**src/core/scan_port_cfg.svh**
```systemverilog
// Constants of the scan test port: codes, widths and reset values
`ifndef SCAN_PORT_CFG_SVH
`define SCAN_PORT_CFG_SVH

// Instruction register
`define IR_WIDTH        4
`define IR_CAPTURE      4'h1
`define IR_BYPASS       4'hf
`define IR_EMU_CTRL     4'h2
// Emulator control data register fields
`define EMU_DR_WIDTH    4
`define EMU_A_OE_BIT    0
`define EMU_A_OUT_BIT   1
`define EMU_B_OE_BIT    2
`define EMU_B_OUT_BIT   3
`define EMU_CTL_RESET   4'h0
// Pin synchroniser input positions
`define SYNC_WIDTH      5
`define SYNC_TCK        0
`define SYNC_TMS        1
`define SYNC_TDI        2
`define SYNC_EMU_A      3
`define SYNC_EMU_B      4

`endif

```
**src/core/scan_port_pkg.sv**
```systemverilog
// Types of the scan test port
package scan_port_pkg;

    // Sixteen controller states
    typedef enum logic [3:0] {
        TAP_RESET, TAP_IDLE,
        TAP_SEL_DR, TAP_CAP_DR, TAP_SHIFT_DR, TAP_EXIT1_DR,
        TAP_PAUSE_DR, TAP_EXIT2_DR, TAP_UPD_DR,
        TAP_SEL_IR, TAP_CAP_IR, TAP_SHIFT_IR, TAP_EXIT1_IR,
        TAP_PAUSE_IR, TAP_EXIT2_IR, TAP_UPD_IR
    } tap_state_type;

endpackage

```
**src/core/scan_test_port.sv**
```systemverilog
// Scan test access port with emulator lines and output-disable control
`timescale 1ns/1ns
`include "scan_port_cfg.svh"

module scan_test_port
    import scan_port_pkg::*;
(
    input  wire logic SYS_CLK,
    input  wire logic RST_B,
    input  wire logic TEST_CLK,
    input  wire logic TEST_MODE_SEL,
    input  wire logic TEST_DATA_IN,
    input  wire logic TEST_RESET,
    output logic      TEST_DATA_OUT,
    output logic      TEST_DATA_OUT_OE,
    input  wire logic EMULATOR_LINE_A_IN,
    output logic      EMULATOR_LINE_A_OUT,
    output logic      EMULATOR_LINE_A_OE,
    input  wire logic EMULATOR_LINE_B_OR_OUTPUT_DISABLE_IN,
    output logic      EMULATOR_LINE_B_OR_OUTPUT_DISABLE_OUT,
    output logic      EMULATOR_LINE_B_OR_OUTPUT_DISABLE_OE,
    output logic      SCAN_CONTROL,
    output logic      OUTPUTS_DISABLE_B
);

    ////////////////////////////////////////////////////////////////////////////
    // Pin synchronisers and edge detection

    logic [`SYNC_WIDTH-1:0]   sync1_reg;
    logic [`SYNC_WIDTH-1:0]   sync2_reg;
    logic                     trst1_reg;
    logic                     trst2_reg;
    logic                     tck_prev_reg;
    logic                     tck_rise;
    logic                     tck_fall;
    logic                     tms;
    logic                     tdi;
    logic                     off_cond;

    // Two flip-flops on the test clock, mode select, data and both emulator line inputs
    always_ff @(posedge SYS_CLK or negedge RST_B)
    begin
        if (!RST_B)
        begin
            sync1_reg <= '0;
            sync2_reg <= '0;
        end
        else
        begin
            sync1_reg <= {EMULATOR_LINE_B_OR_OUTPUT_DISABLE_IN, EMULATOR_LINE_A_IN,
                          TEST_DATA_IN, TEST_MODE_SEL, TEST_CLK};
            sync2_reg <= sync1_reg;
        end
    end

    // Test reset synchroniser, low at system reset
    always_ff @(posedge SYS_CLK or negedge RST_B)
    begin
        if (!RST_B)
        begin
            trst1_reg <= 1'b0;
            trst2_reg <= 1'b0;
        end
        else
        begin
            trst1_reg <= TEST_RESET;
            trst2_reg <= trst1_reg;
        end
    end

    // Previous test-clock level
    always_ff @(posedge SYS_CLK or negedge RST_B)
    begin
        if (!RST_B)
            tck_prev_reg <= 1'b0;
        else
            tck_prev_reg <= sync2_reg[`SYNC_TCK];
    end

    assign tck_rise = trst2_reg && sync2_reg[`SYNC_TCK] && !tck_prev_reg;
    assign tck_fall = trst2_reg && !sync2_reg[`SYNC_TCK] && tck_prev_reg;
    assign tms      = sync2_reg[`SYNC_TMS];
    assign tdi      = sync2_reg[`SYNC_TDI];
    assign off_cond = !trst2_reg && sync2_reg[`SYNC_EMU_A] && !sync2_reg[`SYNC_EMU_B];

    ////////////////////////////////////////////////////////////////////////////
    // Controller state machine

    tap_state_type state_reg;
    tap_state_type state_next;

    // Next state from mode select
    always_comb
    begin
        state_next = state_reg;
        case (state_reg)
            TAP_RESET:    state_next = tms ? TAP_RESET   : TAP_IDLE;
            TAP_IDLE:     state_next = tms ? TAP_SEL_DR  : TAP_IDLE;
            TAP_SEL_DR:   state_next = tms ? TAP_SEL_IR  : TAP_CAP_DR;
            TAP_CAP_DR:   state_next = tms ? TAP_EXIT1_DR : TAP_SHIFT_DR;
            TAP_SHIFT_DR: state_next = tms ? TAP_EXIT1_DR : TAP_SHIFT_DR;
            TAP_EXIT1_DR: state_next = tms ? TAP_UPD_DR  : TAP_PAUSE_DR;
            TAP_PAUSE_DR: state_next = tms ? TAP_EXIT2_DR : TAP_PAUSE_DR;
            TAP_EXIT2_DR: state_next = tms ? TAP_UPD_DR  : TAP_SHIFT_DR;
            TAP_UPD_DR:   state_next = tms ? TAP_SEL_DR  : TAP_IDLE;
            TAP_SEL_IR:   state_next = tms ? TAP_RESET   : TAP_CAP_IR;
            TAP_CAP_IR:   state_next = tms ? TAP_EXIT1_IR : TAP_SHIFT_IR;
            TAP_SHIFT_IR: state_next = tms ? TAP_EXIT1_IR : TAP_SHIFT_IR;
            TAP_EXIT1_IR: state_next = tms ? TAP_UPD_IR  : TAP_PAUSE_IR;
            TAP_PAUSE_IR: state_next = tms ? TAP_EXIT2_IR : TAP_PAUSE_IR;
            TAP_EXIT2_IR: state_next = tms ? TAP_UPD_IR  : TAP_SHIFT_IR;
            TAP_UPD_IR:   state_next = tms ? TAP_SEL_DR  : TAP_IDLE;
            default:      state_next = TAP_RESET;
        endcase
    end

    always_ff @(posedge SYS_CLK or negedge RST_B)
    begin
        if (!RST_B)
            state_reg <= TAP_RESET;
        else if (!trst2_reg)
            state_reg <= TAP_RESET;
        else if (tck_rise)
            state_reg <= state_next;
    end

    ////////////////////////////////////////////////////////////////////////////
    // Instruction and data registers

    logic [`IR_WIDTH-1:0]     ir_shift_reg;
    logic [`IR_WIDTH-1:0]     ir_reg;
    logic                     bypass_reg;
    logic [`EMU_DR_WIDTH-1:0] emu_shift_reg;
    logic [`EMU_DR_WIDTH-1:0] emu_ctl_reg;
    logic                     sel_emu;

    assign sel_emu = (ir_reg == `IR_EMU_CTRL);

    always_ff @(posedge SYS_CLK or negedge RST_B)
    begin
        if (!RST_B)
        begin
            ir_shift_reg <= `IR_CAPTURE;
            ir_reg       <= `IR_BYPASS;
        end
        else if (state_reg == TAP_RESET)
            ir_reg <= `IR_BYPASS;
        else if (tck_rise)
        begin
            case (state_reg)
                TAP_CAP_IR:   ir_shift_reg <= `IR_CAPTURE;
                TAP_SHIFT_IR: ir_shift_reg <= {tdi, ir_shift_reg[`IR_WIDTH-1:1]};
                TAP_UPD_IR:   ir_reg <= ir_shift_reg;
                default:      ir_reg <= ir_reg;
            endcase
        end
    end

    always_ff @(posedge SYS_CLK or negedge RST_B)
    begin
        if (!RST_B)
        begin
            bypass_reg    <= 1'b0;
            emu_shift_reg <= `EMU_CTL_RESET;
        end
        else if (tck_rise)
        begin
            case (state_reg)
                TAP_CAP_DR:
                begin
                    bypass_reg    <= 1'b0;
                    emu_shift_reg <= emu_ctl_reg;
                    emu_shift_reg[`EMU_A_OUT_BIT] <= sync2_reg[`SYNC_EMU_A];
                    emu_shift_reg[`EMU_B_OUT_BIT] <= sync2_reg[`SYNC_EMU_B];
                end
                TAP_SHIFT_DR:
                begin
                    if (sel_emu)
                        emu_shift_reg <= {tdi, emu_shift_reg[`EMU_DR_WIDTH-1:1]};
                    else
                        bypass_reg <= tdi;
                end
                default: bypass_reg <= bypass_reg;
            endcase
        end
    end

    always_ff @(posedge SYS_CLK or negedge RST_B)
    begin
        if (!RST_B)
            emu_ctl_reg <= `EMU_CTL_RESET;
        else if (state_reg == TAP_RESET)
            emu_ctl_reg <= `EMU_CTL_RESET;
        else if (tck_rise && state_reg == TAP_UPD_DR && sel_emu)
            emu_ctl_reg <= emu_shift_reg;
    end

    ////////////////////////////////////////////////////////////////////////////
    // Pin drivers

    logic tdo_active_reg;

    always_ff @(posedge SYS_CLK or negedge RST_B)
    begin
        if (!RST_B)
        begin
            TEST_DATA_OUT  <= 1'b0;
            tdo_active_reg <= 1'b0;
        end
        else if (!trst2_reg)
            tdo_active_reg <= 1'b0;
        else if (tck_fall)
        begin
            tdo_active_reg <= (state_reg == TAP_SHIFT_IR) || (state_reg == TAP_SHIFT_DR);
            if (state_reg == TAP_SHIFT_IR)
                TEST_DATA_OUT <= ir_shift_reg[0];
            else if (state_reg == TAP_SHIFT_DR)
                TEST_DATA_OUT <= sel_emu ? emu_shift_reg[0] : bypass_reg;
        end
    end

    always_ff @(posedge SYS_CLK or negedge RST_B)
    begin
        if (!RST_B)
            TEST_DATA_OUT_OE <= 1'b0;
        else
            TEST_DATA_OUT_OE <= tdo_active_reg && !off_cond && trst2_reg;
    end

    always_ff @(posedge SYS_CLK or negedge RST_B)
    begin
        if (!RST_B)
        begin
            EMULATOR_LINE_A_OUT                   <= 1'b0;
            EMULATOR_LINE_A_OE                    <= 1'b0;
            EMULATOR_LINE_B_OR_OUTPUT_DISABLE_OUT <= 1'b0;
            EMULATOR_LINE_B_OR_OUTPUT_DISABLE_OE  <= 1'b0;
        end
        else
        begin
            EMULATOR_LINE_A_OUT <= emu_ctl_reg[`EMU_A_OUT_BIT];
            EMULATOR_LINE_A_OE  <= trst2_reg && emu_ctl_reg[`EMU_A_OE_BIT];
            EMULATOR_LINE_B_OR_OUTPUT_DISABLE_OUT <= emu_ctl_reg[`EMU_B_OUT_BIT];
            EMULATOR_LINE_B_OR_OUTPUT_DISABLE_OE  <= trst2_reg && emu_ctl_reg[`EMU_B_OE_BIT];
        end
    end

    always_ff @(posedge SYS_CLK or negedge RST_B)
    begin
        if (!RST_B)
        begin
            OUTPUTS_DISABLE_B <= 1'b1;
            SCAN_CONTROL      <= 1'b0;
        end
        else
        begin
            OUTPUTS_DISABLE_B <= !off_cond;
            SCAN_CONTROL      <= trst2_reg;
        end
    end

endmodule // scan_test_port

```
**config.mk**
```make
export PLATFORM = sky130hd
export DESIGN_NAME = scan_test_port
export DESIGN_NICKNAME = d
export VERILOG_FILES = /design/src/core/scan_port_pkg.sv /design/src/core/scan_test_port.sv
export VERILOG_INCLUDE_DIRS = /design/src /design/src/core
export SDC_FILE = /design/constraint.sdc
export NUM_CORES = 1
export LEC_CHECK = 0
export BUFFER_PORTS_ARGS = -buffer_cell sky130_fd_sc_hd__buf_4
export CAP_MARGIN = 20
export CORE_ASPECT_RATIO = 1.75
export CORE_MARGIN = 4
export CORE_UTILIZATION = 45
export DETAILED_ROUTE_END_ITERATION = 7
export GPL_ROUTABILITY_DRIVEN = 0
export HOLD_SLACK_MARGIN = 0.1
export PLACE_DENSITY = 0.7
export REMOVE_ABC_BUFFERS = 1
export SYNTH_ARGS = -nofsm -noshare
export SYNTH_HDL_FRONTEND = slang
export SYNTH_SLANG_ARGS = --single-unit
```
**constraint.sdc**
```tcl
create_clock -name SYS_CLK -period 4.7 [get_ports SYS_CLK]
set_input_delay 0.705 -clock SYS_CLK [delete_from_list [all_inputs] [get_ports SYS_CLK]]
set_output_delay 0.705 -clock SYS_CLK [all_outputs]
set_load 0.01 [all_outputs]
```
==> results of run 1 <==
==> cell usage after synthesis (all sizes together), types with 2 or more instances <==
master / count
nor4b: 5
nor2b: 4
nor2: 7
a21oi: 7
mux2: 8
a211oi: 2
nand2: 16
nand3: 2
o21ai: 7
dfstp: 6
nand3b: 3
o32ai: 2
dfrtp: 37
inv: 5
nand2b: 3
clkbuf: 5
nand4: 2
and2: 3
nor3: 3
mux2i: 8
buf: 5
==> where the power goes <==
group / internal, mW / switching [mW] / leakage [nW] / total (mW)
Clock: 0.104 / 0.118 / 0.0412 / 0.222
Combinational: 0.0179 / 0.0208 / 0.353 / 0.0387
Sequential: 0.381 / 0.0146 / 0.544 / 0.396
==> metal layers <==
| metal | vias up | part of all wire | track usage |
|---|---|---|---|
| met4 | 0 | 0.017 | 0.0614 |
| li1 | 579 | - | - |
| met1 | 597 | 0.38 | 0.148 |
| met5 | - | 0 | 0 |
| met2 | 20 | 0.58 | 0.262 |
| met3 | 6 | 0.026 | 0.0249 |
==> logic make-up after synthesis <==
logic type / Yosys count
muxes: 16
AOI/OAI and AO/OA: 30
buffers and inverters: 15
DFF: 43
and+or+nand+nor: 54
==> metrics by stage <==
step	utilization	power, mW	setup slack, ns	hold WS, ns
finish	0.526	0.657	2.61	0.354
global route	0.526	0.689	2.50	0.361
global placement	0.505	0.440	2.74	0.332
detailed placement	0.505	0.443	2.63	0.338
CTS	0.526	0.662	2.62	0.356
floorplan	-	0.420	2.87	0.331
==> how the worst max path moves through the flow <==
stage | startpoint | to | slack (ns)
5_1_grt | state_reg[2] | emu_shift_reg[2] | 2.50
3_5_place_dp | state_reg[2] | emu_shift_reg[2] | 2.63
2_1_floorplan | state_reg[1] | emu_shift_reg[0] | 2.87
4_1_cts | state_reg[2] | emu_shift_reg[2] | 2.62
6_report | state_reg[2] | emu_shift_reg[2] | 2.61
3_3_place_gp | state_reg[2] | emu_shift_reg[2] | 2.74
==> final cells by class <==
cell class / instances / area [µm²] / area share
multi-input combinational: 100 / 714 / 0.344
clock buffer: 6 / 72.6 / 0.0350
timing repair buffer: 15 / 113 / 0.0543
clock inverter: 2 / 12.5 / 0.00603
sequential: 43 / 1080 / 0.522
inverter: 5 / 18.8 / 0.00905
tap: 48 / 60.1 / 0.0290
==> critical path: stages, from the launching register on <==
cell	delay, ns
dfrtp_1	0.67
nor4b_2	0.64
mux2_2	0.40
mux2_4	0.26
==> results.md, run 1 <==
- Static leakage: between 0.9 and 1 nW
- WL final: roughly 3300 µm
- Post-Synth Simple-Gate Area: 0.171
- Max-cap violations: 0
- Peak supply drop: around 0.00027 V
- Yosys reg bits: 43
- HP Start: sync1_reg[4]
- CTS tree: built
- Wire per inst: ~15 µm
- Die Y: between 90 and 100 µm
- Placed cell area: 1990 µm²
- Number of detailed-route iterations in the first pass: 4
- Share of the synthesized area in the top cell type: 0.496
- Area contributors post-synth: dfrtp_1 (50%), dfstp_2 (8.5%), mux2i_1 (4.3%)
- Clock Tree Buf Depth: 2
- Worst reg2reg startpoint: state_reg[2]
- Hold Crit Depth: 0
- Largest net degree at the start of global routing: 44
- Hold EP: sync2_reg[4]
- Fill cells: 346
- IO Pins: 16
- Yosys warnings: 0
- F_max: ~480 MHz
- Compound-cell area share of the yosys netlist: 0.113
- Count of final hold-check violations: 0
- Vias in the first global route: 1202
- Vias: about 1200
- Area Overhead vs Synth: 11.2%
- # diodes: 0
- Ys flop type: dfrtp_1
- Worst Reg-to-Reg Cells: 3
- Status: finished, final reports clean
- CTS Buf Count: 5
- GRT overflow: 0
- Worst Setup Start Kind: flip-flop
- Fin cells: roughly 220
- CP arrival: roughly 2.3 ns
- Worst slew pin tran: between 0.7 and 0.8 ns
- Global Route Usage Sum: 0.140
- Fin Clk Skew: about 0.0042 ns
- Final TNS setup: 0 ns
- Ratio of cells with drive above 1 in the final layout: 0.240
- Placed insts: ~210
- Reg-to-reg endpoint: emu_shift_reg[2]
- Worst-path fanout max: 20
- Die width: around 57 µm
- R2R Setup Slk: between 2 and 3 ns
- Synth area leader: dfrtp_1
- Vias per cell: approximately 5.5
- Seq/Total Area, Yosys: 0.581
- Setup violators final: 0
- TritonCTS Sinks: 43
- Critical Path Sink Type: flip-flop
- Synth Instances: 158
- Hold Buf Count CTS: 0
- Nets@finish: between 150 and 200
- First-pass GRT wire length: roughly 5700 µm
- PwrDens: about 320 nW/µm²
- Post-synthesis adder-cell area fraction: 0
- Yosys cell types: between 40 and 50
- CTS clk-pin slew, worst paths: approximately 0.070 ns
- Post-CTS setup repair buffer count: 0
- Detail Placement HPWL: 2420 µm
- Worst Path Required: 4.88 ns
- H-tree levels: 2
- Post-synthesis xor/xnor area fraction: 0
- Ys async rst share: 1.00
- Starting DRT DRC Count: 11
- EDFF count, synth: 0
- Setup CP Type: flip-flop to flip-flop
- Initial Util: 0.473
- Crit path time final: 2.09 ns
- Mapped Area: ~1900 µm²
- Cts repair resizes: 0
- Worst-Skew Late Latency: 0.29 ns
- Hold/Removal Path Class: flip-flop to flip-flop
- Syn_area_per_cell: 11.8 µm²
- Most frequent cells in the layout: dfrtp_1 (37), nand2_1 (16), buf_4 (15)
- Cell Rows: 30
- CTS root buf: clkbuf_8
- Design Area, Final: 2070 µm²
- Final Slew Violations: 0
- Mux share of post-synthesis cell area: 0.0993
- Commonest non-fill, non-tap cell in the layout: dfrtp_1
- Die area: around 5300 µm²
- Largest family of logic cells by synthesized area: simple AND/OR/NAND/NOR gates
- Core area: 3940 µm²
- Drt drc: 0
- DRT antenna net count: 0
- RSZ-0062 raised after global routing: false
- Rel. slew slack: 0.502
- IO Port Bufs: 15
- Initial antenna violation count: 0
- Final Cycle Share: 0.444
Note: power is estimated with default switching activity, not from simulation.
==> run 2: changes to the inputs <==
--- a/config.mk
+++ b/config.mk
@@ -14,7 +14,7 @@
 export DETAILED_ROUTE_END_ITERATION = 7
 export GPL_ROUTABILITY_DRIVEN = 0
 export HOLD_SLACK_MARGIN = 0.1
-export PLACE_DENSITY = 0.7
+export PLACE_DENSITY = 0.72
 export REMOVE_ABC_BUFFERS = 1
 export SYNTH_ARGS = -nofsm -noshare
 export SYNTH_HDL_FRONTEND = slang
==> constraint.sdc (replaced) <==
create_clock -name SYS_CLK -period 1.81 [get_ports SYS_CLK]
set_input_delay 0.2715 -clock SYS_CLK [delete_from_list [all_inputs] [get_ports SYS_CLK]]
set_output_delay 0.2715 -clock SYS_CLK [all_outputs]
set_load 0.01 [all_outputs]
==> results.md, run 2 (synthesis results as in run 1) <==
- Status: finished, final reports clean
- Die area: roughly 5300 µm²
- Vias in the first global route: 1349
- Rel. slew slack: 0.655
- Core area: 3940 µm²
- Largest net degree at the start of global routing: 44
- Max-cap violations: 0
- Cell Rows: 30
- Worst reg2reg startpoint: state_reg[2]
- Initial antenna violation count: 0
- Wire per inst: 15.5 µm
- Largest delay share family, worst path: compound AO/OA/AOI/OAI gates
- Count of final hold-check violations: 0
- F_max: 580 MHz
- Hold/Removal Path Class: flip-flop to flip-flop
- Vias per cell: roughly 5.4
- H-tree levels: 2
- Setup violators final: 0
- Global Route Usage Sum: 0.160
- IO Pins: 16
- Commonest non-fill, non-tap cell in the layout: dfrtp_1
- Combinational cell fraction of total power: 0.081
- Final Slew Violations: 0
- # diodes: 0
- Number of detailed-route iterations in the first pass: 4
- Setup crit end: emu_shift_reg[0]
- DRT antenna net count: 0
- Clock power share: 0.383
- First-pass GRT wire length: approximately 6300 µm
- Area Overhead vs Synth: 21.9%
- CP bufs+invs: 0
- Initial Util: 0.473
- WL final: about 3700 µm
- Final Cycle Share: 0.953
- Reg power frac: 0.535
- CP Launch Point: state_reg[2]
- Fill cells: 327
- R2R Setup Slk: 0.08 ns
- Ratio of cells with drive above 1 in the final layout: 0.281
- Peak supply drop: approximately 0.00064 V
- CP cell instances: or3b_1 > a211o_1 > o21bai_4 > mux2_4
- Placed cell area: 2090 µm²
- Psw: approximately 0.4 mW
- Worst Path Required: between 1.5 and 2 ns
- RSZ-0062 raised after global routing: false
- IO Port Bufs: 15
- Final Util: 0.577
- Fin cells: 240
- CP arrival: 1.90 ns
- Worst-path fanout max: 5
- Internal power: roughly 1.5 mW
- Die Y: between 90 and 100 µm
- Worst Reg-to-Reg Cells: 4
- Design Area, Final: approximately 2300 µm²
- GRT overflow: 0
- Starting DRT DRC Count: 18
- Worst Setup Start Kind: flip-flop
- Crit path depth: 4
- Fin Clk Skew: 0.00562 ns
- Reg-to-reg endpoint: emu_shift_reg[0]
- Post-CTS setup repair buffer count: 0
- Switching part of the total: 0.218
- Critical Path Sink Type: flip-flop
- Die width: 56.7 µm
- Most frequent cells in the layout: dfrtp_1 (37), buf_4 (28), nand2_1 (16)
- Crit path time final: ~1.7 ns
- CTS Buf Count: 5
- Crit-path max cell delay: about 0.43 ns
- Nets@finish: 199
- Vias: approximately 1300
- Detail Placement HPWL: ~2700 µm
- PwrDens: approximately 830 nW/µm²
- CTS tree: built
- CTS clk-pin slew, worst paths: roughly 0.080 ns
- Worst slew pin tran: ~0.52 ns
- Static leakage: 1.05 nW
- Drt drc: 0
- Placed insts: 225
- Worst-Skew Late Latency: 0.29 ns
- CTS root buf: clkbuf_8
- Clock Tree Buf Depth: 2
- Setup CP Type: flip-flop to flip-flop
- TritonCTS Sinks: 43
- Slowest CP cell: dfrtp_1
==> run 2: cell types whose count changed in the layout (fill, tap and decap cells not counted) <==
| cell | change |
|---|---|
| bufinv_16 | +1 |
| clkbuf_1 | +1 |
| clkinv_2 | -1 |
| dlygate4sd3_1 | +7 |
| buf_6 | +1 |
| buf_4 | +13 |
| clkinvlp_4 | -1 |
==> run 2: power groups by stage <==
stage	combinational, mW	clock, mW	sequential (mW)
5_1_grt	0.169	0.771	1.01
2_1_floorplan	0.0535	0	1.04
6_report	0.153	0.724	1.01
3_3_place_gp	0.135	0	1.03
4_1_cts	0.154	0.730	1.01
3_5_place_dp	0.141	0	1.03
==> run 2: cell type report <==
| type | count | area, µm² | area share |
|---|---|---|---|
| inverters | 5 | 18.8 | 0.00825 |
| repair buffers | 36 | 292 | 0.128 |
| clock buffers | 7 | 76.3 | 0.0336 |
| multi-input cells | 100 | 714 | 0.314 |
| clock inverters | 1 | 30.0 | 0.0132 |
| flip-flops and latches | 43 | 1080 | 0.476 |
| well taps | 48 | 60.1 | 0.0264 |
==> run 2: routing by layer <==
metal  GRT usage  routed length, µm  share of wire
met5           0                  0              0
met4       0.103                128          0.034
met3      0.0249                 76          0.020
met2       0.288               2120           0.57
met1       0.168               1400           0.38
==> run 2: what timing repair did <==
| action | CTS | global route |
|---|---|---|
| hold buffers | 7 | 0 |
| hold endpoints to repair | 43 | 0 |
| resized for setup | 0 | 1 |
| setup endpoints to repair | 0 | 1 |
==> run 2: how the worst min path moves through the flow <==
| stage | start | end | depth (start not counted) |
|---|---|---|---|
| 6_report | sync1_reg[1] | sync2_reg[1] | 0 |
| 5_1_grt | sync1_reg[1] | sync2_reg[1] | 0 |
| 4_1_cts | sync1_reg[1] | sync2_reg[1] | 0 |
| 3_5_place_dp | RST_B | sync1_reg[4] | 1 |
| 3_3_place_gp | RST_B | sync1_reg[2] | 1 |
| 2_1_floorplan | RST_B | EMULATOR_LINE_A_OE | 0 |
==> run 2: per-stage QoR <==
step | hold WS (ns) | setup TNS, ns | power [mW] | setup WS, ns
CTS | 0.352 | 0 | 1.90 | 0.0743
detailed placement | 0.282 | 0 | 1.17 | 0.0934
global placement | 0.267 | 0 | 1.16 | 0.135
global route | 0.360 | 0 | 1.96 | 0.0327
floorplan | -0.0241 | -0.0931 | 1.09 | -0.0233
finish | 0.351 | 0 | 1.89 | 0.0847
